==> src/include/clksw_defines.vh <==
// Constants for the clock source switcher: register offsets, fields, codes, counts.
// Assumes a 16-bit register port and one system clock at 50 MHz.
//
// Overview of operation
// - Software may move the system clock among six sources, behind a write lock.
// - Primary submode comes from configuration bits; software only picks primary or not.
// - Switching is enabled only when the switch-and-monitor config bit is 0.
// - With switching disabled, next-source is ignored; current-source shows the initial config.
// - With switching disabled, switch-request bit does nothing and reads 0.
// - Equal current and next source on request clears the request and aborts.
// - A valid switch clears the lock status and clock-fail status bits.
// - Start new source; wait start-up timer for crystal, PLL lock for PLL.
// - Once ready, count 10 cycles of the new clock before switching.
// - On completion clear switch-request and copy next-source into current-source.
// - Stop old source, except slow RC with watchdog/monitor, or kept low-power crystal.
// - The processor keeps running throughout the switching sequence.
// - With the monitor enabled, the slow RC runs always except in Sleep.
// - On oscillator failure outside Sleep and the ready wait, raise a trap and fall back to the fast internal RC.
// - If the PLL was in use at failure, the fallback RC uses the PLL.
// - Tuning register: 6-bit field at bits 5:0, upper bits read zero, reset zero.
`ifndef CLKSW_DEFINES_VH
`define CLKSW_DEFINES_VH

// ****************************************
// Register map
// ****************************************
`define CLKSW_ADDR_W 4
`define CLKSW_OFF_CTRL 4'h0
`define CLKSW_OFF_TRIM 4'h1
`define CLKSW_OFF_UNLOCK 4'h2

// ****************************************
// Control register fields
// ****************************************
`define CLKSW_CUR_HI 14
`define CLKSW_CUR_LO 12
`define CLKSW_NXT_HI 10
`define CLKSW_NXT_LO 8
`define CLKSW_LOCK_BIT 5
`define CLKSW_FAIL_BIT 3
`define CLKSW_REQ_BIT 0
`define CLKSW_TRIM_W 6

// ****************************************
// Unlock keys and byte selectors
// ****************************************
`define CLKSW_KEY_HI1 16'h0078
`define CLKSW_KEY_HI2 16'h009A
`define CLKSW_KEY_LO1 16'h0046
`define CLKSW_KEY_LO2 16'h0057

// ****************************************
// Source codes
// ****************************************
`define CLKSW_SRC_FRC 3'h0
`define CLKSW_SRC_INTERNAL_RC_WITH_PLL 3'h1
`define CLKSW_SRC_PRI 3'h2
`define CLKSW_SRC_PRIPLL 3'h3
`define CLKSW_SRC_LPX 3'h4
`define CLKSW_SRC_SRC 3'h5

// ****************************************
// Timing
// ****************************************
`define CLKSW_SETTLE_CYC 4'hA

`endif

==> src/rtl/clksw_top.v <==
// Clock source switcher: control/tuning registers, unlock, switch sequencer, fail-safe fallback.
// Assumes oscillator ready, lock, new-clock edge and fail inputs are synchronous to i_mclk.
//
// Design decisions made here: the register offsets and the address-and-strobe port.
`timescale 1ns/1ps
`default_nettype none
`include "clksw_defines.vh"

module clksw_top #(
	parameter SETTLE_CYCLES = 10
) (
	input wire i_mclk, // System clock
	input wire i_rst_b, // Synchronous reset, active low
	input wire [3:0] i_addr, // Register address
	input wire [15:0] i_wdata, // Write data
	input wire i_wr, // Write strobe
	input wire i_rd, // Read strobe
	output reg [15:0] o_rdata, // Read data, cycle after strobe
	input wire i_switch_monitor_cfg, // 0 enables switching and monitor
	input wire [2:0] i_initial_source_cfg, // Source chosen at reset
	input wire [1:0] i_primary_submode_cfg, // Fixed primary submode
	input wire i_watchdog_en, // Watchdog enabled
	input wire i_low_power_xtal_keep, // Keep low-power crystal on
	input wire i_sleep, // Device in Sleep
	input wire [5:0] i_osc_ready, // Per-source ready (timer done or stable)
	input wire i_pll_lock, // PLL lock detect
	input wire i_new_clk_tick, // One pulse per edge of the starting clock
	input wire i_osc_fail, // Oscillator failure detect
	output reg [5:0] o_osc_en, // Per-source enable
	output reg [2:0] o_sys_src, // Selected system source
	output wire [1:0] o_primary_submode, // Primary submode in use
	output reg o_fail_trap, // Clock-failure trap pulse
	output wire o_switch_busy // Switch in progress
);

	// ****************************************
	// States
	// ****************************************
	localparam ST_IDLE = 4'b0001;
	localparam ST_WAIT = 4'b0010;
	localparam ST_COUNT = 4'b0100;
	localparam ST_SWAP = 4'b1000;

	reg [3:0] state;
	reg [2:0] cur_src;
	reg [2:0] nxt_src;
	reg req_bit;
	reg lock_flag;
	reg fail_flag;
	reg [5:0] trim;
	reg [3:0] settle_cnt;
	reg [1:0] unlock_st;
	reg unlock_hi;
	reg unlock_lo;
	reg [2:0] old_src;
	reg init_done;
	reg [5:0] keep_mask;
	wire sw_en;
	wire is_pll;
	wire src_ready;
	wire ctrl_wr;
	wire [15:0] ctrl_view;

	assign sw_en = ~i_switch_monitor_cfg;
	assign o_primary_submode = i_primary_submode_cfg;
	assign o_switch_busy = ~state[0];
	assign is_pll = (nxt_src == `CLKSW_SRC_INTERNAL_RC_WITH_PLL) || (nxt_src == `CLKSW_SRC_PRIPLL);
	assign src_ready = is_pll ? i_pll_lock : i_osc_ready[nxt_src];
	assign ctrl_wr = i_wr && (i_addr == `CLKSW_OFF_CTRL);

	// Control register view; request reads 0 when switching is off
	assign ctrl_view = {1'b0, cur_src, 1'b0, nxt_src, 2'h0, lock_flag, 1'b0, fail_flag, 2'h0,
		req_bit & sw_en};

	// ****************************************
	// Unlock sequence: two key writes arm one byte
	// ****************************************
	// The arm holds through idle cycles until the next access, so any other access in
	// between drops it and the next control write is ignored.
	always @(posedge i_mclk) begin
		if (!i_rst_b) begin
			unlock_st <= 2'h0;
			unlock_hi <= 1'b0;
			unlock_lo <= 1'b0;
		end else begin
			unlock_hi <= 1'b0;
			unlock_lo <= 1'b0;
			unlock_st <= 2'h0;
			if (i_wr && i_addr == `CLKSW_OFF_UNLOCK) begin
				if (i_wdata == `CLKSW_KEY_HI1)
					unlock_st <= 2'h1;
				else if (i_wdata == `CLKSW_KEY_LO1)
					unlock_st <= 2'h2;
				else if (i_wdata == `CLKSW_KEY_HI2 && unlock_st == 2'h1)
					unlock_hi <= 1'b1;
				else if (i_wdata == `CLKSW_KEY_LO2 && unlock_st == 2'h2)
					unlock_lo <= 1'b1;
			end else if (!(i_wr || i_rd)) begin
				unlock_st <= unlock_st;
				unlock_hi <= unlock_hi;
				unlock_lo <= unlock_lo;
			end
		end
	end

	// ****************************************
	// Switch sequencer and status
	// ****************************************
	always @(posedge i_mclk) begin
		if (!i_rst_b) begin
			state <= ST_IDLE;
			cur_src <= 3'h0;
			nxt_src <= 3'h0;
			req_bit <= 1'b0;
			lock_flag <= 1'b0;
			fail_flag <= 1'b0;
			settle_cnt <= 4'h0;
			old_src <= 3'h0;
			o_fail_trap <= 1'b0;
			init_done <= 1'b0;
		end else begin
			o_fail_trap <= 1'b0;
			lock_flag <= i_pll_lock;
			if (!init_done || !sw_en) begin
				// Strap taken after release; follows the config while switching is off
				init_done <= 1'b1;
				cur_src <= i_initial_source_cfg;
				if (!init_done)
					nxt_src <= i_initial_source_cfg;
				req_bit <= 1'b0;
				state <= ST_IDLE;
			end else if (i_osc_fail && !i_sleep && state != ST_WAIT) begin
				// Fallback keeps the PLL if it was in use
				o_fail_trap <= 1'b1;
				fail_flag <= 1'b1;
				old_src <= cur_src;
				if (cur_src == `CLKSW_SRC_PRIPLL || cur_src == `CLKSW_SRC_INTERNAL_RC_WITH_PLL)
					cur_src <= `CLKSW_SRC_INTERNAL_RC_WITH_PLL;
				else
					cur_src <= `CLKSW_SRC_FRC;
				req_bit <= 1'b0;
				state <= ST_IDLE;
			end else begin
				if (ctrl_wr && unlock_hi)
					nxt_src <= i_wdata[`CLKSW_NXT_HI:`CLKSW_NXT_LO];
				case (state)
					ST_IDLE: begin
						if (ctrl_wr && unlock_lo && i_wdata[`CLKSW_REQ_BIT])
							req_bit <= 1'b1;
						if (req_bit) begin
							if (cur_src == nxt_src) begin
								req_bit <= 1'b0;
							end else begin
								lock_flag <= 1'b0;
								fail_flag <= 1'b0;
								state <= ST_WAIT;
							end
						end
					end
					ST_WAIT: begin
						settle_cnt <= 4'h0;
						if (src_ready)
							state <= ST_COUNT;
					end
					ST_COUNT: begin
						if (i_new_clk_tick) begin
							if (settle_cnt == SETTLE_CYCLES[3:0] - 4'h1)
								state <= ST_SWAP;
							settle_cnt <= settle_cnt + 4'h1;
						end
					end
					ST_SWAP: begin
						old_src <= cur_src;
						cur_src <= nxt_src;
						req_bit <= 1'b0;
						state <= ST_IDLE;
					end
					default: state <= ST_IDLE;
				endcase
			end
		end
	end

	// ****************************************
	// Oscillator enables and system source
	// ****************************************
	// Slow RC stays on for watchdog or monitor; kept crystal honours its bit.
	always @* begin
		keep_mask = 6'h00;
		if (i_watchdog_en || sw_en)
			keep_mask[`CLKSW_SRC_SRC] = 1'b1;
		if (i_low_power_xtal_keep)
			keep_mask[`CLKSW_SRC_LPX] = 1'b1;
	end

	always @(posedge i_mclk) begin
		if (!i_rst_b) begin
			o_osc_en <= 6'h00;
			o_sys_src <= 3'h0;
		end else begin
			o_sys_src <= cur_src;
			if (i_sleep) begin
				o_osc_en <= 6'h00;
			end else begin
				// Only current, pending and kept sources run; the old one drops here
				o_osc_en <= keep_mask;
				o_osc_en[cur_src] <= 1'b1;
				if (!state[0])
					o_osc_en[nxt_src] <= 1'b1;
			end
		end
	end

	// ****************************************
	// Register port
	// ****************************************
	always @(posedge i_mclk) begin
		if (!i_rst_b) begin
			trim <= 6'h00;
			o_rdata <= 16'h0000;
		end else begin
			if (i_wr && i_addr == `CLKSW_OFF_TRIM)
				trim <= i_wdata[`CLKSW_TRIM_W-1:0];
			o_rdata <= 16'h0000;
			if (i_rd) begin
				if (i_addr == `CLKSW_OFF_CTRL)
					o_rdata <= ctrl_view;
				else if (i_addr == `CLKSW_OFF_TRIM)
					o_rdata <= {10'h000, trim};
			end
		end
	end

endmodule // clksw_top
`default_nettype wire

==> config.mk <==
export PLATFORM = sky130hd
export DESIGN_NAME = clksw_top
export DESIGN_NICKNAME = d
export VERILOG_FILES = /design/src/rtl/clksw_top.v
export VERILOG_INCLUDE_DIRS = /design/src /design/src/include
export SDC_FILE = /design/constraint.sdc
export NUM_CORES = 1
export LEC_CHECK = 0
export BUFFER_PORTS_ARGS = -buffer_cell sky130_fd_sc_hd__buf_4
export CORE_MARGIN = 2
export CORE_UTILIZATION = 29
export DETAILED_ROUTE_END_ITERATION = 6
export GPL_ROUTABILITY_DRIVEN = 1
export HOLD_SLACK_MARGIN = 0.12
export PLACE_DENSITY_LB_ADDON = 0.2
export SLEW_MARGIN = 10
export SYNTH_ARGS = -nofsm -noshare
export SYNTH_HDL_FRONTEND = slang
export SYNTH_SLANG_ARGS = --single-unit
==> constraint.sdc <==
create_clock -name i_mclk -period 1.9 [get_ports i_mclk]
set_input_delay 0.095 -clock i_mclk [delete_from_list [all_inputs] [get_ports i_mclk]]
set_output_delay 0.095 -clock i_mclk [all_outputs]
set_load 0.01 [all_outputs]
After elaboration in Yosys (flattened, before gate mapping)
Cells that the tools add are included.
{"block": "totals", "register_bits": 54, "input_bits": 42, "output_inout_bits": 29, "elab_cells": 153}
{"block": "op_classes", "n_addsub": 1, "order_cmp": 4, "n_eq_ne": 27, "mux": 56, "n_bitwise": 10, "reduce_logical": 37}
{"op": "$eq A16 B7 Y1 const B", "count": 3}
{"op": "$mux W1", "count": 30}
{"op": "$mux W4", "count": 6}
{"op": "$mux W3", "count": 7}
{"op": "$eq A16 B8 Y1 const B", "count": 1}
{"op": "$ne A2 B2 Y1 const B", "count": 8}
{"op": "$mux W15", "count": 1}
{"op": "$logic_and A1 B1 Y1", "count": 12}
{"op": "$mux W6", "count": 2}
{"op": "$or A6 B6 Y6", "count": 2}
{"op": "$pmux W4 S3", "count": 1}
{"op": "$reduce_bool A2 Y1", "count": 6}
{"op": "$eq A4 B1 Y1 const B", "count": 2}
{"op": "$eq A4 B2 Y1 const B", "count": 2}
{"op": "$eq A4 B4 Y1 const B", "count": 2}
{"op": "$lt A3 B4 Y1 const B", "count": 2}
{"op": "$mux W2", "count": 4}
{"op": "$pmux W4 S2", "count": 1}
{"op": "$reduce_and A4 Y1", "count": 2}
{"op": "$not A1 Y1", "count": 7}
{"op": "$demux W1 S3", "count": 2}
{"op": "$eq A3 B1 Y1 const B", "count": 2}
{"op": "$eq A3 B2 Y1 const B", "count": 2}
{"op": "$ge A3 B1 Y1 const B", "count": 2}
{"op": "19 further kinds", "count": 26}

Depth between registers and ports, before layout
{"block": "depth", "word_depth": 8, "mapped_depth": 6, "depth_no_buf": 6}

Worst setup path after synthesis
OpenSTA, ideal clock, no wires.
{"block": "synth_path", "path_kind": "register to register", "start": "register state[0]", "end": "register state[0]", "setup_time_ns": 0.120, "arrival_ns": 1.623, "required_time_ns": 1.780, "path_slack_ns": 0.158, "path_stages_with_launch": 7, "path_buffers": 2, "synth_period_minus_slack_ns": 1.742, "path_cell_list": "dfxtp_1 -> buf_6 -> or4b_4 -> buf_6 -> a21oi_4 -> nand2_2 -> a211o_1"}
{"block": "synth_via", "elab_chain_cells": 3, "word_cells_on_any_way": 13, "classes_between": "eq/ne (9); mux (1); reduce/logical (3)"}
{"item": "from (decl)", "line_no": "clksw_top.v:44", "source": "reg [3:0] state;"}
{"item": "from (signal assigned)", "line_no": "clksw_top.v:111", "source": "state <= ST_IDLE;"}
{"item": "from (signal assigned)", "line_no": "clksw_top.v:131", "source": "state <= ST_IDLE;"}
{"item": "from (signal assigned)", "line_no": "clksw_top.v:142", "source": "state <= ST_IDLE;"}
{"item": "$eq A4 B3 Y1, or another cell as far along", "line_no": "clksw_top.v:146", "source": "case (state)"}
{"item": "$ne A2 B2 Y1 (no line) / $logic_and A1 B1 Y1 (equally long branches)"}
{"item": "$reduce_and A5 Y1 (no line) / $reduce_or A3 Y1 (equally long branches)"}
Several ways; a longest one is shown, not always the timed one.
A chain may end at the register's enable or synchronous reset.

Worst setup path in the final report
{"block": "layout_path", "start": "register state[1]", "end": "register state[0]"}
The elaborated chain is that of the path after synthesis.

==> metrics.md <==
| Metric | Value |
|---|---|
| Yosys top cell by area | dfxtp_1 |
| Critical Path End Type | flop |
| Class of the most critical setup path | reg -> reg |
| Netlist Area Pre-Place | 0.002327 mm^2 |
| R2R cell count | 4 |
| Vias | 2120 |
| Syn avg cell area | 9.162 um^2 |
| ANT nets after route | 0 |
| Synth top area share | 43.01% |
| Netlist cell types | 57 |
| CP bufs+invs | 0 |
| P_leak | 0.001275 uW |
| Main synth FF type | dfxtp_1 |
| Worst skew pair latency | 0.31 ns |
| Core Area | 0.007767 mm^2 |
| Worst-margin pin slew | 0.5852 ns |
| Number of global-route vias before repair | 2036 |
| Max VDD drop | 0.3165 mV |
| Critical path depth | 4 |
| Reg power frac | 53.7% |
| Synthesized instance count | 254 |
| Clock transition at the registers of the reported paths | 0.09 ns |
| Layout cells sized above 1 | 28.53% |
| Crit-path cells | or4b_4 -> a21oi_4 -> nand2_2 -> a211o_1 |
| CTS Buf Count | 5 |
| Clock share of power | 32.5% |
| I/O Buffers | 60 |
| Area grow syn2layout | 35.43% |
| Power share of the combinational group | 13.8% |
| Pwr/cell area | 643.6 mW/mm^2 |
| Crit share post-route | 93.58% |
| Yosys warning count | 0 |
| Ant. Diodes | 0 |
| Largest net degree at the start of global routing | 21 |
| Final setup viols | 0 |
| CTS H-tree lvls | 2 |
| Max Cap Viol | 0 |
| R2R Path Start | state[1] |
| Initial Util | 29.96% |
| Post-synth EDFFs | 0 |
| Highest Clock Rate | 562.4 MHz |
| Crit path to | state[0] |
| Initial antenna violation count | 0 |
| Reg-to-Reg End | state[0] |
| Max Buffers Root-to-Sink | 2 |
| Net Sw Frac | 26.72% |
| Slew headroom | 60.94% |
| Delay-heaviest family, CP | simple AND/OR/NAND/NOR gates |
| Pre-CTS setup slack | 0.1385 ns |
| Root buf cell | clkbuf_8 |
| Clock sink count | 50 |
| CP max stage cell | or4b_4 |
| RD Place Congestion | 0.8620 |
| Pre-antenna DRT Iters | 4 |
| First-pass GRT wire length | 10.18 mm |
| RSZ-0062 raised after global routing | no |
| Skew final | 0.006541 ns |
| Post-layout util | 40.58% |
| Fin. Hold Viols | 0 |
| WL/cell | 14.58 um |
| Vias/cell | 4.874 |
| Seq cells post-synth | 50 |
| Final #Nets | 376 |
| Cell-internal power | 1486 uW |
| Post-route setup TNS | 0 ns |
| Hold Path Class | in -> reg |
| Crit-path max FO | 9 |
| Design Power | 2028 uW |
| Final worst slack | 0.1220 ns |
| Startpoint Class | flop |
| Async set-reset flop share out of synthesis | 0% |
| DP HPWL | 4.794 mm |
| DRC | 0 |
| Initial DRC count | 89 |
| Worst stage delay on the critical path | 0.56 ns |
| Die X | 93.58 um |
| Post-Route WL | 6.341 mm |
| Row count | 32 |
| Die area | 0.008757 mm^2 |
| Crit. Startpoint | state[1] |
| Post-layout min period | 1.778 ns |
| Outcome | complete, no violations |
| CP arrival | 1.98 ns |
| Fin. max-slew vios | 0 |
| CTS tree | yes |
| I/O pin total | 71 |
| Die Ht | 93.58 um |
| Sequential-to-total area share from yosys stat | 43.01% |
| FF-to-FF setup slack | 0.12 ns |
| Net Sw Power | 542.0 uW |
| Dominant cells by area after synthesis | dfxtp_1, mux2i_1, nor2_1, nand2_1, a21oi_1 |
| Worst path required time | 2.10 ns |
| Tot GR Track Use | 14.87% |
| Grt ovf | 0 |
layer usage:
layer / up-vias / wire length (um) / GRT usage (%) / share of wire [%]
met5: - / 0 / 0 / 0
met2: 57 / 3184 / 26.32 / 50
met3: 7 / 279 / 2.659 / 4.4
li1: 1063 / - / - / -
met1: 993 / 2771 / 18.31 / 44
met4: 0 / 106 / 4.589 / 1.7
placed cells by master (no fill, tap or decap), types with 2 or more instances in the layout:
master         Yosys  layout
a41oi_1            2       2
a311oi_1           2       2
dfxtp_1           50      49
dlygate4sd3_1      0      16
conb_1             1       4
nor3b_1            2       2
nand4_1            3       3
nand2_1           15      15
buf_4              6      70
xnor2_1            3       3
o21ai_0            7       7
a31oi_1            4       4
inv_6              0       2
and2b_2            2       2
nor2b_1            7       7
and3_1             6       6
or3_1              3       3
mux2i_1           11      11
nor4_1             2       2
a22oi_1            5       5
mux2_2             4       4
nand2b_1           5       5
nand3_1            7       7
nor2_1            28      28
clkbuf_8           0       5
and2_1             7       7
ha_1               2       2
inv_1              7       7
o311ai_0           2       2
or4_1              3       3
nand4b_1           3       3
nor4b_1            3       3
nor3_1             5       5
nand3b_1           3       3
a21oi_1            9       9
kinds of logic after synthesis:
group           after synthesis  share of synthesized area [%]
compound gates               45                          14.09
xor+xnor                      3                          1.129
fa+ha+maj                     2                          1.075
buf+inv                      25                          5.645
flops                        50                          43.01
mux                          15                          6.667
other cells                   1                         0.1611
simple gates                113                          28.23
tightest hold or removal path, delay by kind of cell:
kind            cells  cell delay [ns]
compound gates      2             0.18
buf+inv             1             0.12
how the worst min path moves through the flow:
stage,endpoint,cells past startpoint,slack (ns),startpoint
5_1_grt,unlock_hi,5,0.19,i_wdata[6]
3_3_place_gp,o_primary_submode[0],0,0.19,i_primary_submode_cfg[0]
4_1_cts,cur_src[1],3,0.12,i_initial_source_cfg[1]
6_report,cur_src[1],3,0.13,i_initial_source_cfg[1]
2_1_floorplan,o_osc_en[4],2,0.22,i_low_power_xtal_keep
3_5_place_dp,o_primary_submode[0],0,0.19,i_primary_submode_cfg[0]
final cells by class:
type                       count  area [um^2]
fill                         785         4616
multi-input combinational    182         1215
sequential                    50         1002
timing repair buffer          86        685.7
tap                          102        127.6
clock buffer                   5        68.82
clock inverter                 3        26.28
inverter                       7        26.28
registers in the layout (all words and copies together) (netlist names), 2 cells and up:
name and flops:
cur_src 3, nxt_src 3, o_osc_en 6, o_rdata 12, o_sys_src 3, settle_cnt 4, state 4, trim 6
unlock_st 2
power by group through the flow:
stage / clock (uW) / combinational, uW / sequential [uW]
4_1_cts: 684 / 281 / 1090
6_report: 658 / 281 / 1090
2_1_floorplan: 0 / 137 / 1110
5_1_grt: 710 / 307 / 1090
3_5_place_dp: 0 / 253 / 1110
3_3_place_gp: 0 / 253 / 1110
per-stage QoR:
step	hold slack, ns	cell area (um^2)	std cells
2_1_floorplan	0.2150	2338	257
3_3_place_gp	0.1901	2887	411
3_5_place_dp	0.1901	2887	411
4_1_cts	0.1234	3142	435
5_1_grt	0.1871	3152	435
6_report	0.1291	3152	435
cell usage after synthesis (all sizes together) (3+ instances only):
master	n
a22oi	5
nor2b	7
o21ai	8
a31oi	4
nand2	17
nor2	28
nand4b	3
inv	7
nor4b	5
dfxtp	50
clkbuf	9
a21oi	10
nand3b	3
nand2b	5
and3	6
or3	3
buf	9
mux2	4
mux2i	11
or4b	3
nor3	5
and2	7
nand4	3
nand3	7
xnor2	3
or4	3
timing repair:
action                                  CTS  global route
hold buffers                             16             0
hold endpoints to repair                 18             0
resized for setup                         0             2
buffers inserted                          0             0
endpoints found under the setup margin    0             2
Power figures use the tool's default switching activity.
